**config.mk**
```make
export PLATFORM = sky130hd
export DESIGN_NAME = pcgp_port
export DESIGN_NICKNAME = d
export VERILOG_FILES = /design/src/pcgp_pkg.sv /design/src/pcgp_sync.sv /design/src/pcgp_port.sv
export SDC_FILE = /design/constraint.sdc
export NUM_CORES = 1
export LEC_CHECK = 0
export BUFFER_PORTS_ARGS = -buffer_cell sky130_fd_sc_hd__buf_2
export CAP_MARGIN = 20
export CORE_MARGIN = 4
export CORE_UTILIZATION = 30
export CTS_CLUSTER_SIZE = 30
export DETAILED_ROUTE_END_ITERATION = 8
export SYNTH_ARGS = -nofsm -noshare
export SYNTH_HDL_FRONTEND = slang
export SYNTH_HIERARCHICAL = 1
export SYNTH_SLANG_ARGS = --single-unit
```
**constraint.sdc**
```tcl
create_clock -name clk -period 2.9 [get_ports clk]
set_input_delay 0.87 -clock clk [delete_from_list [all_inputs] [get_ports clk]]
set_output_delay 0.87 -clock clk [all_outputs]
set_load 0.01 [all_outputs]
```
**src/pcgp_pkg.sv**
```systemverilog
// Purpose: shared constants for the pad configuration and gpio port
// Assumes: twelve pins, three-bit function select, two-bit pull mode
// Notes:   pin positions of special pads are fixed here
package pcgp_pkg;
	localparam int NPINS = 12;
	localparam int FUNCTION_SELECT_FIELD_W = 3;
	localparam int LVL_W = 4;
	// function select codes
	localparam logic [2:0] FUNCTION_SELECT_FIELD_GPIO = 3'h0;
	// pull mode encodings
	localparam logic [1:0] MODE_NONE = 2'h0;
	localparam logic [1:0] MODE_PULLDOWN = 2'h1;
	localparam logic [1:0] MODE_PULLUP = 2'h2;
	localparam logic [1:0] MODE_REPEATER = 2'h3;
	// special pad positions
	localparam int HS_PAD_A = 3;
	localparam int I2C_PAD_A = 4;
	localparam int I2C_PAD_B = 5;
	localparam int HS_PAD_B = 7;
	localparam int DBG_HS_PAD_A = 10;
	localparam int DBG_HS_PAD_B = 11;
	// reset values
	localparam logic [11:0] DIR_RST = 12'h000;
	localparam logic [11:0] OUT_RST = 12'h000;
	localparam logic [11:0] SPECIAL_MASK = 12'hC30;
	// access operation codes
	typedef enum logic [2:0] {PCGP_OP_WRITE, PCGP_OP_MASKED, PCGP_OP_SET, PCGP_OP_CLR,
		PCGP_OP_TGL} pcgp_op_t;
endpackage

```
**src/pcgp_sync.sv**
```systemverilog
// Purpose: two-flop synchroniser bank for pin levels
// Assumes: inputs asynchronous to clk
// Notes:   first stage read only by the second
`timescale 1ns/1ps
module pcgp_sync #(
	parameter int W = 12
) (
	// clock and reset
	input  wire logic         clk,
	input  wire logic         arst_n,
	// levels
	input  wire logic [W-1:0] d,
	output logic      [W-1:0] q
);
	logic [W-1:0] meta_ff;

	// two stages, reset to low
	always_ff @(posedge clk or negedge arst_n)
	begin
		if (!arst_n)
		begin
			meta_ff <= '0;
			q <= '0;
		end
		else
		begin
			meta_ff <= d;
			q <= meta_ff;
		end
	end
endmodule // pcgp_sync

```
**src/pcgp_port.sv**
```systemverilog
// Purpose: pad configuration and gpio port for one twelve-pin port
// Assumes: one clock, config bits arrive as plain ports, peripheral drives given per pin
// Notes:   every output is registered, so pad controls lag config by one cycle
// Summary of operation
// - function code zero selects gpio, any other code selects the peripheral.
// - in gpio mode the direction bit enables or disables the driver.
// - peripheral mode uses peripheral direction, direction register ignored.
// - per-pin mode selects pull-up, pull-down, none or repeater.
// - pull mode resets to no resistor.
// - repeater pulls toward the level the pin currently reads.
// - undriven repeater input keeps its last level outside deep power-down.
// - repeater keeping may be dropped during deep power-down.
// - each pad has input mode, hysteresis and filter settings.
// - i2c pads choose filtered i2c mode or plain open-drain without filter.
// - high-source pads choose digital output or current-sink mode.
// - current sink switches between low and high level by output value.
// - masked, set and clear writes change only chosen output bits.
// - a whole-port write updates all output bits at once.
// - each port access completes in one clock cycle.
// - direction bits can be set, cleared and toggled individually.
// - after reset pins are gpio inputs without pulls, special pads included.
// - each port bit maps to a fixed pin, never relocated.
`timescale 1ns/1ps
module pcgp_port
	import pcgp_pkg::*;
#(
	parameter int N = pcgp_pkg::NPINS
) (
	// clock and reset
	input  wire logic                   clk,
	input  wire logic                   arst_n,
	// power state
	input  wire logic                   deep_pdn,
	// pad configuration, per pin
	input  wire logic [N*FUNCTION_SELECT_FIELD_W-1:0]    function_select_field,
	input  wire logic [2*N-1:0]         pull_mode,
	input  wire logic [N-1:0]           input_invert,
	input  wire logic [N-1:0]           hyst_en,
	input  wire logic [N-1:0]           filter_en,
	input  wire logic [1:0]             i2c_plain_od,
	input  wire logic [3:0]             sink_mode,
	input  wire logic [4*LVL_W-1:0]     low_sink_level_field,
	input  wire logic [4*LVL_W-1:0]     high_sink_level_field,
	// peripheral side, per pin
	input  wire logic [N-1:0]           periph_out,
	input  wire logic [N-1:0]           periph_oe,
	output logic      [N-1:0]           periph_in,
	// port access from the processor i/o bus
	input  wire logic                   data_wr,
	input  wire logic                   dir_wr,
	input  wire pcgp_pkg::pcgp_op_t     op,
	input  wire logic [N-1:0]           wdata,
	input  wire logic [N-1:0]           wmask,
	input  wire logic                   rd,
	output logic      [N-1:0]           rdata,
	output logic      [N-1:0]           port_direction_register,
	output logic      [N-1:0]           port_out,
	// pads
	input  wire logic [N-1:0]           port0_pin_n_level,
	output logic      [N-1:0]           port0_pin_n_drive,
	output logic      [N-1:0]           port0_pin_n_oe,
	output logic      [N-1:0]           pull_up_en,
	output logic      [N-1:0]           pull_down_en,
	output logic      [N-1:0]           hyst_out,
	output logic      [N-1:0]           filter_out,
	output logic      [3:0]             sink_en,
	output logic      [4*LVL_W-1:0]     sink_level
);
	logic [N-1:0] pin_sync;
	logic [N-1:0] dir_ff;
	logic [N-1:0] out_ff;
	logic [N-1:0] nxt_dir;
	logic [N-1:0] nxt_out;
	logic [N-1:0] rdata_ff;
	logic [N-1:0] o_ff;
	logic [N-1:0] oe_ff;
	logic [N-1:0] pu_ff;
	logic [N-1:0] pd_ff;
	logic [N-1:0] hy_ff;
	logic [N-1:0] fl_ff;
	logic [N-1:0] pin_in_ff;
	logic [N-1:0] nxt_o;
	logic [N-1:0] nxt_oe;
	logic [N-1:0] nxt_pu;
	logic [N-1:0] nxt_pd;
	logic [N-1:0] nxt_fl;
	logic [N-1:0] sel_gpio;
	logic [3:0]   sink_ff;
	logic [4*LVL_W-1:0] lvl_ff;
	logic [3:0]   nxt_sink;
	logic [4*LVL_W-1:0] nxt_lvl;

	// pad inputs come from outside the clock domain
	pcgp_sync #(
		.W(N)
	) u_sync (
		.clk    (clk),
		.arst_n (arst_n),
		.d      (port0_pin_n_level),
		.q      (pin_sync)
	);

	// access decode; each op is one cycle, no wait states
	function automatic logic [N-1:0] apply_op(input logic [N-1:0] cur, input pcgp_op_t o,
		input logic [N-1:0] d, input logic [N-1:0] m);
		logic [N-1:0] r;
		r = cur;
		case (o)
			PCGP_OP_WRITE:  r = d;
			PCGP_OP_MASKED: r = (cur & ~m) | (d & m);
			PCGP_OP_SET:    r = cur | d;
			PCGP_OP_CLR:    r = cur & ~d;
			PCGP_OP_TGL:    r = cur ^ d;
			default:        r = cur;
		endcase
		return r;
	endfunction

	assign nxt_out = data_wr ? apply_op(out_ff, op, wdata, wmask) : out_ff;
	assign nxt_dir = dir_wr ? apply_op(dir_ff, op, wdata, wmask) : dir_ff;

	// per pin routing; bit i always lands on pin i
	genvar gi;
	generate
		for (gi = 0; gi < N; gi++)
		begin : g_pin
			logic [FUNCTION_SELECT_FIELD_W-1:0] fsel;
			logic [1:0]        md;
			logic              is_i2c;
			logic              od;
			logic              drv;
			assign fsel = function_select_field[gi*FUNCTION_SELECT_FIELD_W +: FUNCTION_SELECT_FIELD_W];
			assign md = pull_mode[2*gi +: 2];
			assign is_i2c = (gi == I2C_PAD_A) || (gi == I2C_PAD_B);
			assign sel_gpio[gi] = (fsel == FUNCTION_SELECT_FIELD_GPIO);
			// i2c pads are open-drain in either i2c mode
			assign od = is_i2c && !sel_gpio[gi];
			assign drv = sel_gpio[gi] ? out_ff[gi] : periph_out[gi];
			assign nxt_o[gi] = od ? 1'b0 : drv;
			assign nxt_oe[gi] = od ? (periph_oe[gi] && !periph_out[gi]) :
				(sel_gpio[gi] ? dir_ff[gi] : periph_oe[gi]);
			assign nxt_pu[gi] = (md == MODE_PULLUP) ||
				(md == MODE_REPEATER && pin_sync[gi] && !deep_pdn);
			assign nxt_pd[gi] = (md == MODE_PULLDOWN) ||
				(md == MODE_REPEATER && !pin_sync[gi] && !deep_pdn);
			// plain open-drain mode drops filter
			// index stays in range on every pin, not only the two i2c pads
			assign nxt_fl[gi] = (is_i2c && !sel_gpio[gi]) ? !i2c_plain_od[gi == I2C_PAD_B] :
				filter_en[gi];
		end
	endgenerate

	// high-source pads: digital mode or current sink
	localparam int HS_IDX [4] = '{HS_PAD_A, HS_PAD_B, DBG_HS_PAD_A, DBG_HS_PAD_B};
	generate
		for (gi = 0; gi < 4; gi++)
		begin : g_hs
			logic val;
			assign val = nxt_o[HS_IDX[gi]];
			assign nxt_sink[gi] = sink_mode[gi];
			assign nxt_lvl[gi*LVL_W +: LVL_W] = val ?
				high_sink_level_field[gi*LVL_W +: LVL_W] :
				low_sink_level_field[gi*LVL_W +: LVL_W];
		end
	endgenerate

	// direction state; pins come up as inputs
	// gpio inputs after reset
	always_ff @(posedge clk or negedge arst_n)
	begin
		if (!arst_n)
			dir_ff <= DIR_RST;
		else
			dir_ff <= nxt_dir;
	end

	// output data state, cleared so a later direction write drives low
	always_ff @(posedge clk or negedge arst_n)
	begin
		if (!arst_n)
			out_ff <= OUT_RST;
		else
			out_ff <= nxt_out;
	end

	// pad drive and enable, registered so pads never see decode glitches
	always_ff @(posedge clk or negedge arst_n)
	begin
		if (!arst_n)
		begin
			o_ff <= '0;
			oe_ff <= '0;
		end
		else
		begin
			o_ff <= nxt_o;
			oe_ff <= nxt_oe;
		end
	end

	// pull controls
	// pulls off at reset
	always_ff @(posedge clk or negedge arst_n)
	begin
		if (!arst_n)
		begin
			pu_ff <= '0;
			pd_ff <= '0;
		end
		else
		begin
			pu_ff <= nxt_pu;
			pd_ff <= nxt_pd;
		end
	end

	// input conditioning settings
	// hysteresis and filter
	always_ff @(posedge clk or negedge arst_n)
	begin
		if (!arst_n)
		begin
			hy_ff <= '0;
			fl_ff <= '0;
		end
		else
		begin
			hy_ff <= hyst_en;
			fl_ff <= nxt_fl;
		end
	end

	// current sink controls of the high-source pads
	always_ff @(posedge clk or negedge arst_n)
	begin
		if (!arst_n)
		begin
			sink_ff <= '0;
			lvl_ff <= '0;
		end
		else
		begin
			sink_ff <= nxt_sink;
			lvl_ff <= nxt_lvl;
		end
	end

	// peripheral input path; gpio pins read as zero here
	// input mode inversion
	always_ff @(posedge clk or negedge arst_n)
	begin
		if (!arst_n)
			pin_in_ff <= '0;
		else
			pin_in_ff <= (pin_sync ^ input_invert) & ~sel_gpio;
	end

	// read capture; holds until the next read strobe
	// raw synced level read
	always_ff @(posedge clk or negedge arst_n)
	begin
		if (!arst_n)
			rdata_ff <= '0;
		else if (rd)
			rdata_ff <= pin_sync;
	end

	// outputs straight from flops
	assign rdata = rdata_ff;
	assign port_direction_register = dir_ff;
	assign port_out = out_ff;
	assign port0_pin_n_drive = o_ff;
	assign port0_pin_n_oe = oe_ff;
	assign pull_up_en = pu_ff;
	assign pull_down_en = pd_ff;
	assign hyst_out = hy_ff;
	assign filter_out = fl_ff;
	assign sink_en = sink_ff;
	assign sink_level = lvl_ff;
	assign periph_in = pin_in_ff;
endmodule // pcgp_port

```
**Word-level counts from Yosys, hierarchy flattened**

Cells that the tools add are included.

- Output and inout port bits: 140
- Bits of input ports: 203
- Logic and storage cells: 209
- Flip-flop bits (word level): 164

- Mux-type cells: 32
- Bitwise gates (word level): 16
- Reductions and logical operators: 107
- Eq/ne operators: 40

Operators by type and width:

| operator | count |
|---|---|
| one-hot mux 12 bit (5 select lines) | 2 |
| AND 12 bit | 6 |
| logical AND 1 bit | 50 |
| equality test 2 bit (second input constant) | 24 |
| OR 12 bit | 4 |
| logical NOT 3 bit | 13 |
| NOT 12 bit | 3 |
| XOR 12 bit | 3 |
| two-way mux 1 bit | 26 |
| equality test 2 x 1 -> 1 bit (second input constant) | 12 |
| logical OR 1 bit | 24 |
| logical NOT 1 bit | 17 |
| two-way mux 4 bit | 4 |
| equality test 3 x 2 -> 1 bit (second input constant) | 2 |
| nonzero test 5 bit | 1 |
| AND reduction 2 bit | 2 |
| equality test 3 x 1 -> 1 bit (second input constant) | 1 |
| equality test 3 bit (second input constant) | 1 |

**Depth between registers and ports, before layout**

- Depth in word-level cells: 4
- Depth in mapped cells: 7
- Gate-level depth less buffers: 6

**Modules after synthesis**

Netlist, hierarchy kept.

By module, submodules not included:

| module | area an instance (um2) | sequential area each (um2) | cells an instance | times used |
|---|---|---|---|---|
| pcgp_port | 6851.6 | 3503.4 | 626 | 1 |
| pcgp_sync | 600.6 | 600.6 | 24 | 1 |

**Least setup slack after synthesis**

OpenSTA, ideal clock, no wires.

- Path type: in2reg
- From: input port function_select_field[10]
- To: register lvl_ff[0] (netlist: sink_level[0])
- Path buffers: 0
- Stages on the path: 3
- Library setup time: 125 ps
- Required time: 2775 ps
- Slack: 801 ps
- Data arrival time: 1975 ps
- Cell sequence: nor3_1 mux2i_1 mux2_2

- Longest elaborated chain between the ends: 3

RTL lines:

| item | RTL line | RTL |
|---|---|---|
| start: declaration | pcgp_port.sv:35 | `input wire logic [N*FUNCTION_SELECT_FIELD_W-1:0] function_select_field,` |
| logical NOT 3 bit | pcgp_port.sv:135 | `assign sel_gpio[gi] = (fsel == FUNCTION_SELECT_FIELD_GPIO);` |
| two-way mux 1 bit | pcgp_port.sv:138 | `assign drv = sel_gpio[gi] ? out_ff[gi] : periph_out[gi];` |
| two-way mux 4 bit | pcgp_port.sv:161 | `assign nxt_lvl[gi*LVL_W +: LVL_W] = val ?` |
| named net nxt_lvl[0] | pcgp_port.sv:91 | `logic [4*LVL_W-1:0] nxt_lvl;` |
| end signal: assignment | pcgp_port.sv:244 | `lvl_ff <= nxt_lvl;` |
| end: declaration | pcgp_port.sv:89 | `logic [4*LVL_W-1:0] lvl_ff;` |

The timed path passes the listed nets, and every way through them passes these cells.
A chain may end at the register's enable or synchronous reset.

**Worst setup path in the final report**

- From: input port op[0]
- To: register out_ff[7] (netlist: port_out[7])

- Longest elaborated chain between the ends: 3
- Elaborated cells between the ends (all ways): 8
- Those cells by class: 4 x eq/ne; 1 x mux; 3 x reduce/logical

RTL lines:

| item | RTL line | RTL |
|---|---|---|
| start: declaration | pcgp_port.sv:51 | `input wire pcgp_pkg::pcgp_op_t op,` |
| equality test 3 bit (tied with other cells) | pcgp_port.sv:108 | `case (o)` |
| nonzero test 5 bit (no line) | -- |  |
| AND reduction 2 bit (no line) | -- |  |
| end signal: assignment | pcgp_port.sv:183 | `out_ff <= nxt_out;` |
| end: declaration | pcgp_port.sv:71 | `logic [N-1:0] out_ff;` |

Parallel ways exist; a longest one is shown, timed or not.

==> run metrics <==
status completed; post-route setup TNS 0 ns; period utilization around 70%; CTS clk-pin slew, worst paths roughly 0.08 ns; Worst VDD drop 0.000329 V; CTS H-tree depth 4; CTS sink count ~160; vias between 6000 and 7000; Cell Pwr Density 589 nW/um2; Async SR Flop Fraction 100%; Die Ht between 150 and 200 um; antenna violations before repair 1; critical-path cell with the highest stage delay nand2_1; total power between 6000 and 7000 uW; Congestion Overflow GR 0; Finished Cell Area about 10000 um2; Yosys cell types 30; Syn Nets roughly 900; DP HPWL 17.7 mm; DRC violations left 0; Hold Buf Count CTS 0; Core Area 24400 um2; vias per cell between 4 and 5; WP data required around 3.2 ns; Period minus WS final between 2 and 2.5 ns; global-route wire length before repair approximately 36 mm; Worst slew margin a little under half; Netlist Area Pre-Place between 7000 and 8000 um2; Most common cell on crit path a21oi_1; Iteration-0 DRC Markers about 280; Area Overhead vs Synth 36.9%; CTS Buf Count 17; die area 27400 um2; final hold slack 0.349 ns; Syn Inst Count between 600 and 700; CP cell instances buf_2, o21ai_0, nand2_1, a21oi_1, a21oi_1; Final Hold Fails 0; commonest non-fill, non-tap cell in the layout buf_2; Hold Path Class reg -> reg; leakage 0.00518 uW; ys flop type dfrtp_1; crit start category input port; CP Class in -> reg; crit path DAT 2.33 ns; Skew-Pair Late Insertion Delay roughly 0.43 ns; most frequent cells in the layout buf_2, dfrtp_1, a21oi_1, ha_1, nor2_1; GPL Wtd Cong a little over 0.8; CP endpoint kind flop; CTS Buffer Depth 2; syn avg cell area about 11 um2; setup slack after layout a little under 0.9 ns; total iterations of the first detailed-routing run 4; crit-path max FO 27; final WL 22.8 mm; unrepaired setup endpoints after global routing no; post-cts resize count 0; Synth Warn # 6; GRT Resource Usage Total 16.5%; placed cell areas between 9000 and 10000 um2; Post-Place Setup Slack between 0.4 and 0.5 ns; critical path's largest stage delay around 0.46 ns; Yosys reg bits 164; total of max-cap violations 0; Final Slew Violations 0; drt wl/cell 17.1 um; largest net degree at the start of global routing 59; CTS tree done; io pins between 300 and 400; maximum operating frequency between 400 and 500 MHz; Clock Skews about 0.014 ns; worst slew pin tran roughly 0.81 ns; Final ANT Viol Nets 0; starting density of the core a little under a third; post-CTS repair timing setup buffer count 0; root buffer cell clkbuf_16; PortBufs around 340; vias in the first global route about 6400; Rows 57; final setup fails 0; share of cells above drive strength 1 a little over two fifths; Die X 166 um; count of nets after finishing ~1300; post-synthesis sequential area ratio 55.1%; EDFF count, synth 0
-- sequential cells by signal, summed over array words and instances (netlist names) --
name	flops
sink_level	16
filter_out	12
hyst_out	12
periph_in	12
port0_pin_n_drive	12
port0_pin_n_oe	12
port_direction_register	12
port_out	12
pull_down_en	12
pull_up_en	12
rdata	12
u_sync/meta_ff	12
u_sync/q	12
sink_en	4
-- logic make-up after synthesis --
logic type,share of synthesized area (%)
AO/OA/AOI/OAI,11.8
XOR/XNOR,1.41
adder cells (fa/ha/maj),8.06
buffers and inverters,4.11
flip-flops,55.1
multiplexers,11.6
AND/OR/NAND/NOR,7.94
-- area by class of cell --
class / count / area, um2
Tap cell: 324 / 405
Sequential cell: 164 / 4100
Timing Repair Buffer: 359 / 1880
Antenna cell: 1 / 2.50
Multi-Input combinational cell: 415 / 3040
Clock buffer: 17 / 425
Fill cell: 2456 / 14200
Inverter: 42 / 158
Clock inverter: 15 / 179
-- stage by stage --
stage | util, % | std cells
after floorplan | - | 650
after global placement | 39.3 | 1304
after detailed placement | 39.3 | 1304
after CTS | 41.8 | 1336
after global routing | 41.8 | 1337
final | 41.8 | 1337
-- routing by layer --
metal / GRT usage [%] / part of all wire, % / up-vias
li1: - / - / 2924
met1: 19.4 / 40 / 2953
met2: 29.1 / 51 / 261
met3: 5.43 / 7.7 / 16
met4: 4.16 / 0.93 / 0
met5: 0 / 0 / -
-- where the power goes --
group / switching, uW / internal [uW]
logic: 572 / 495
registers: 177 / 2480
clock network: 1100 / 1170
-- Yosys cell counts, types with 3 or more instances --
| cell type | count | area [um2] |
|---|---|---|
| xnor2_1 | 12 | 105 |
| mux2i_1 | 37 | 370 |
| o221ai_1 | 10 | 87.6 |
| mux2_2 | 44 | 495 |
| dfrtp_1 | 164 | 4100 |
| o32a_1 | 3 | 30.0 |
| and2_1 | 16 | 100 |
| nor3_1 | 12 | 60.1 |
| buf_2 | 8 | 40.0 |
| nand2_1 | 16 | 60.1 |
| o21ai_1 | 11 | 55.1 |
| o22ai_1 | 10 | 62.6 |
| nor2_1 | 45 | 169 |
| ha_1 | 48 | 601 |
| nor2b_1 | 11 | 68.8 |
| inv_1 | 42 | 158 |
| a21boi_0 | 12 | 90.1 |
| buf_4 | 4 | 30.0 |
| nand2b_1 | 19 | 119 |
| o21ai_0 | 44 | 220 |
| clkbuf_1 | 13 | 48.8 |
| a21oi_1 | 58 | 290 |
-- worst paths after layout --
| kind | startpoint | slack (ns) | cells past startpoint | to |
|---|---|---|---|---|
| worst max register to register | port_direction_register[6] | 1.24 | 5 | port_direction_register[6] |
| max in group asynchronous | arst_n | 1.80 | 2 | hyst_out[0] |
| worst min-delay path | u_sync/meta_ff[1] | 0.35 | 0 | u_sync/q[1] |
| worst max-delay path | op[0] | 0.87 | 5 | port_out[7] |
| min in group asynchronous | arst_n | 0.43 | 1 | port0_pin_n_drive[4] |
| worst min register to register | u_sync/meta_ff[1] | 0.35 | 0 | u_sync/q[1] |
-- worst max-delay path, delay by kind of cell --
family,cells,cell delay [ns]
buf+inv,1,0.24
simple gates,1,0.46
compound gates,3,0.75
Note: power is estimated with default switching activity, not from simulation.
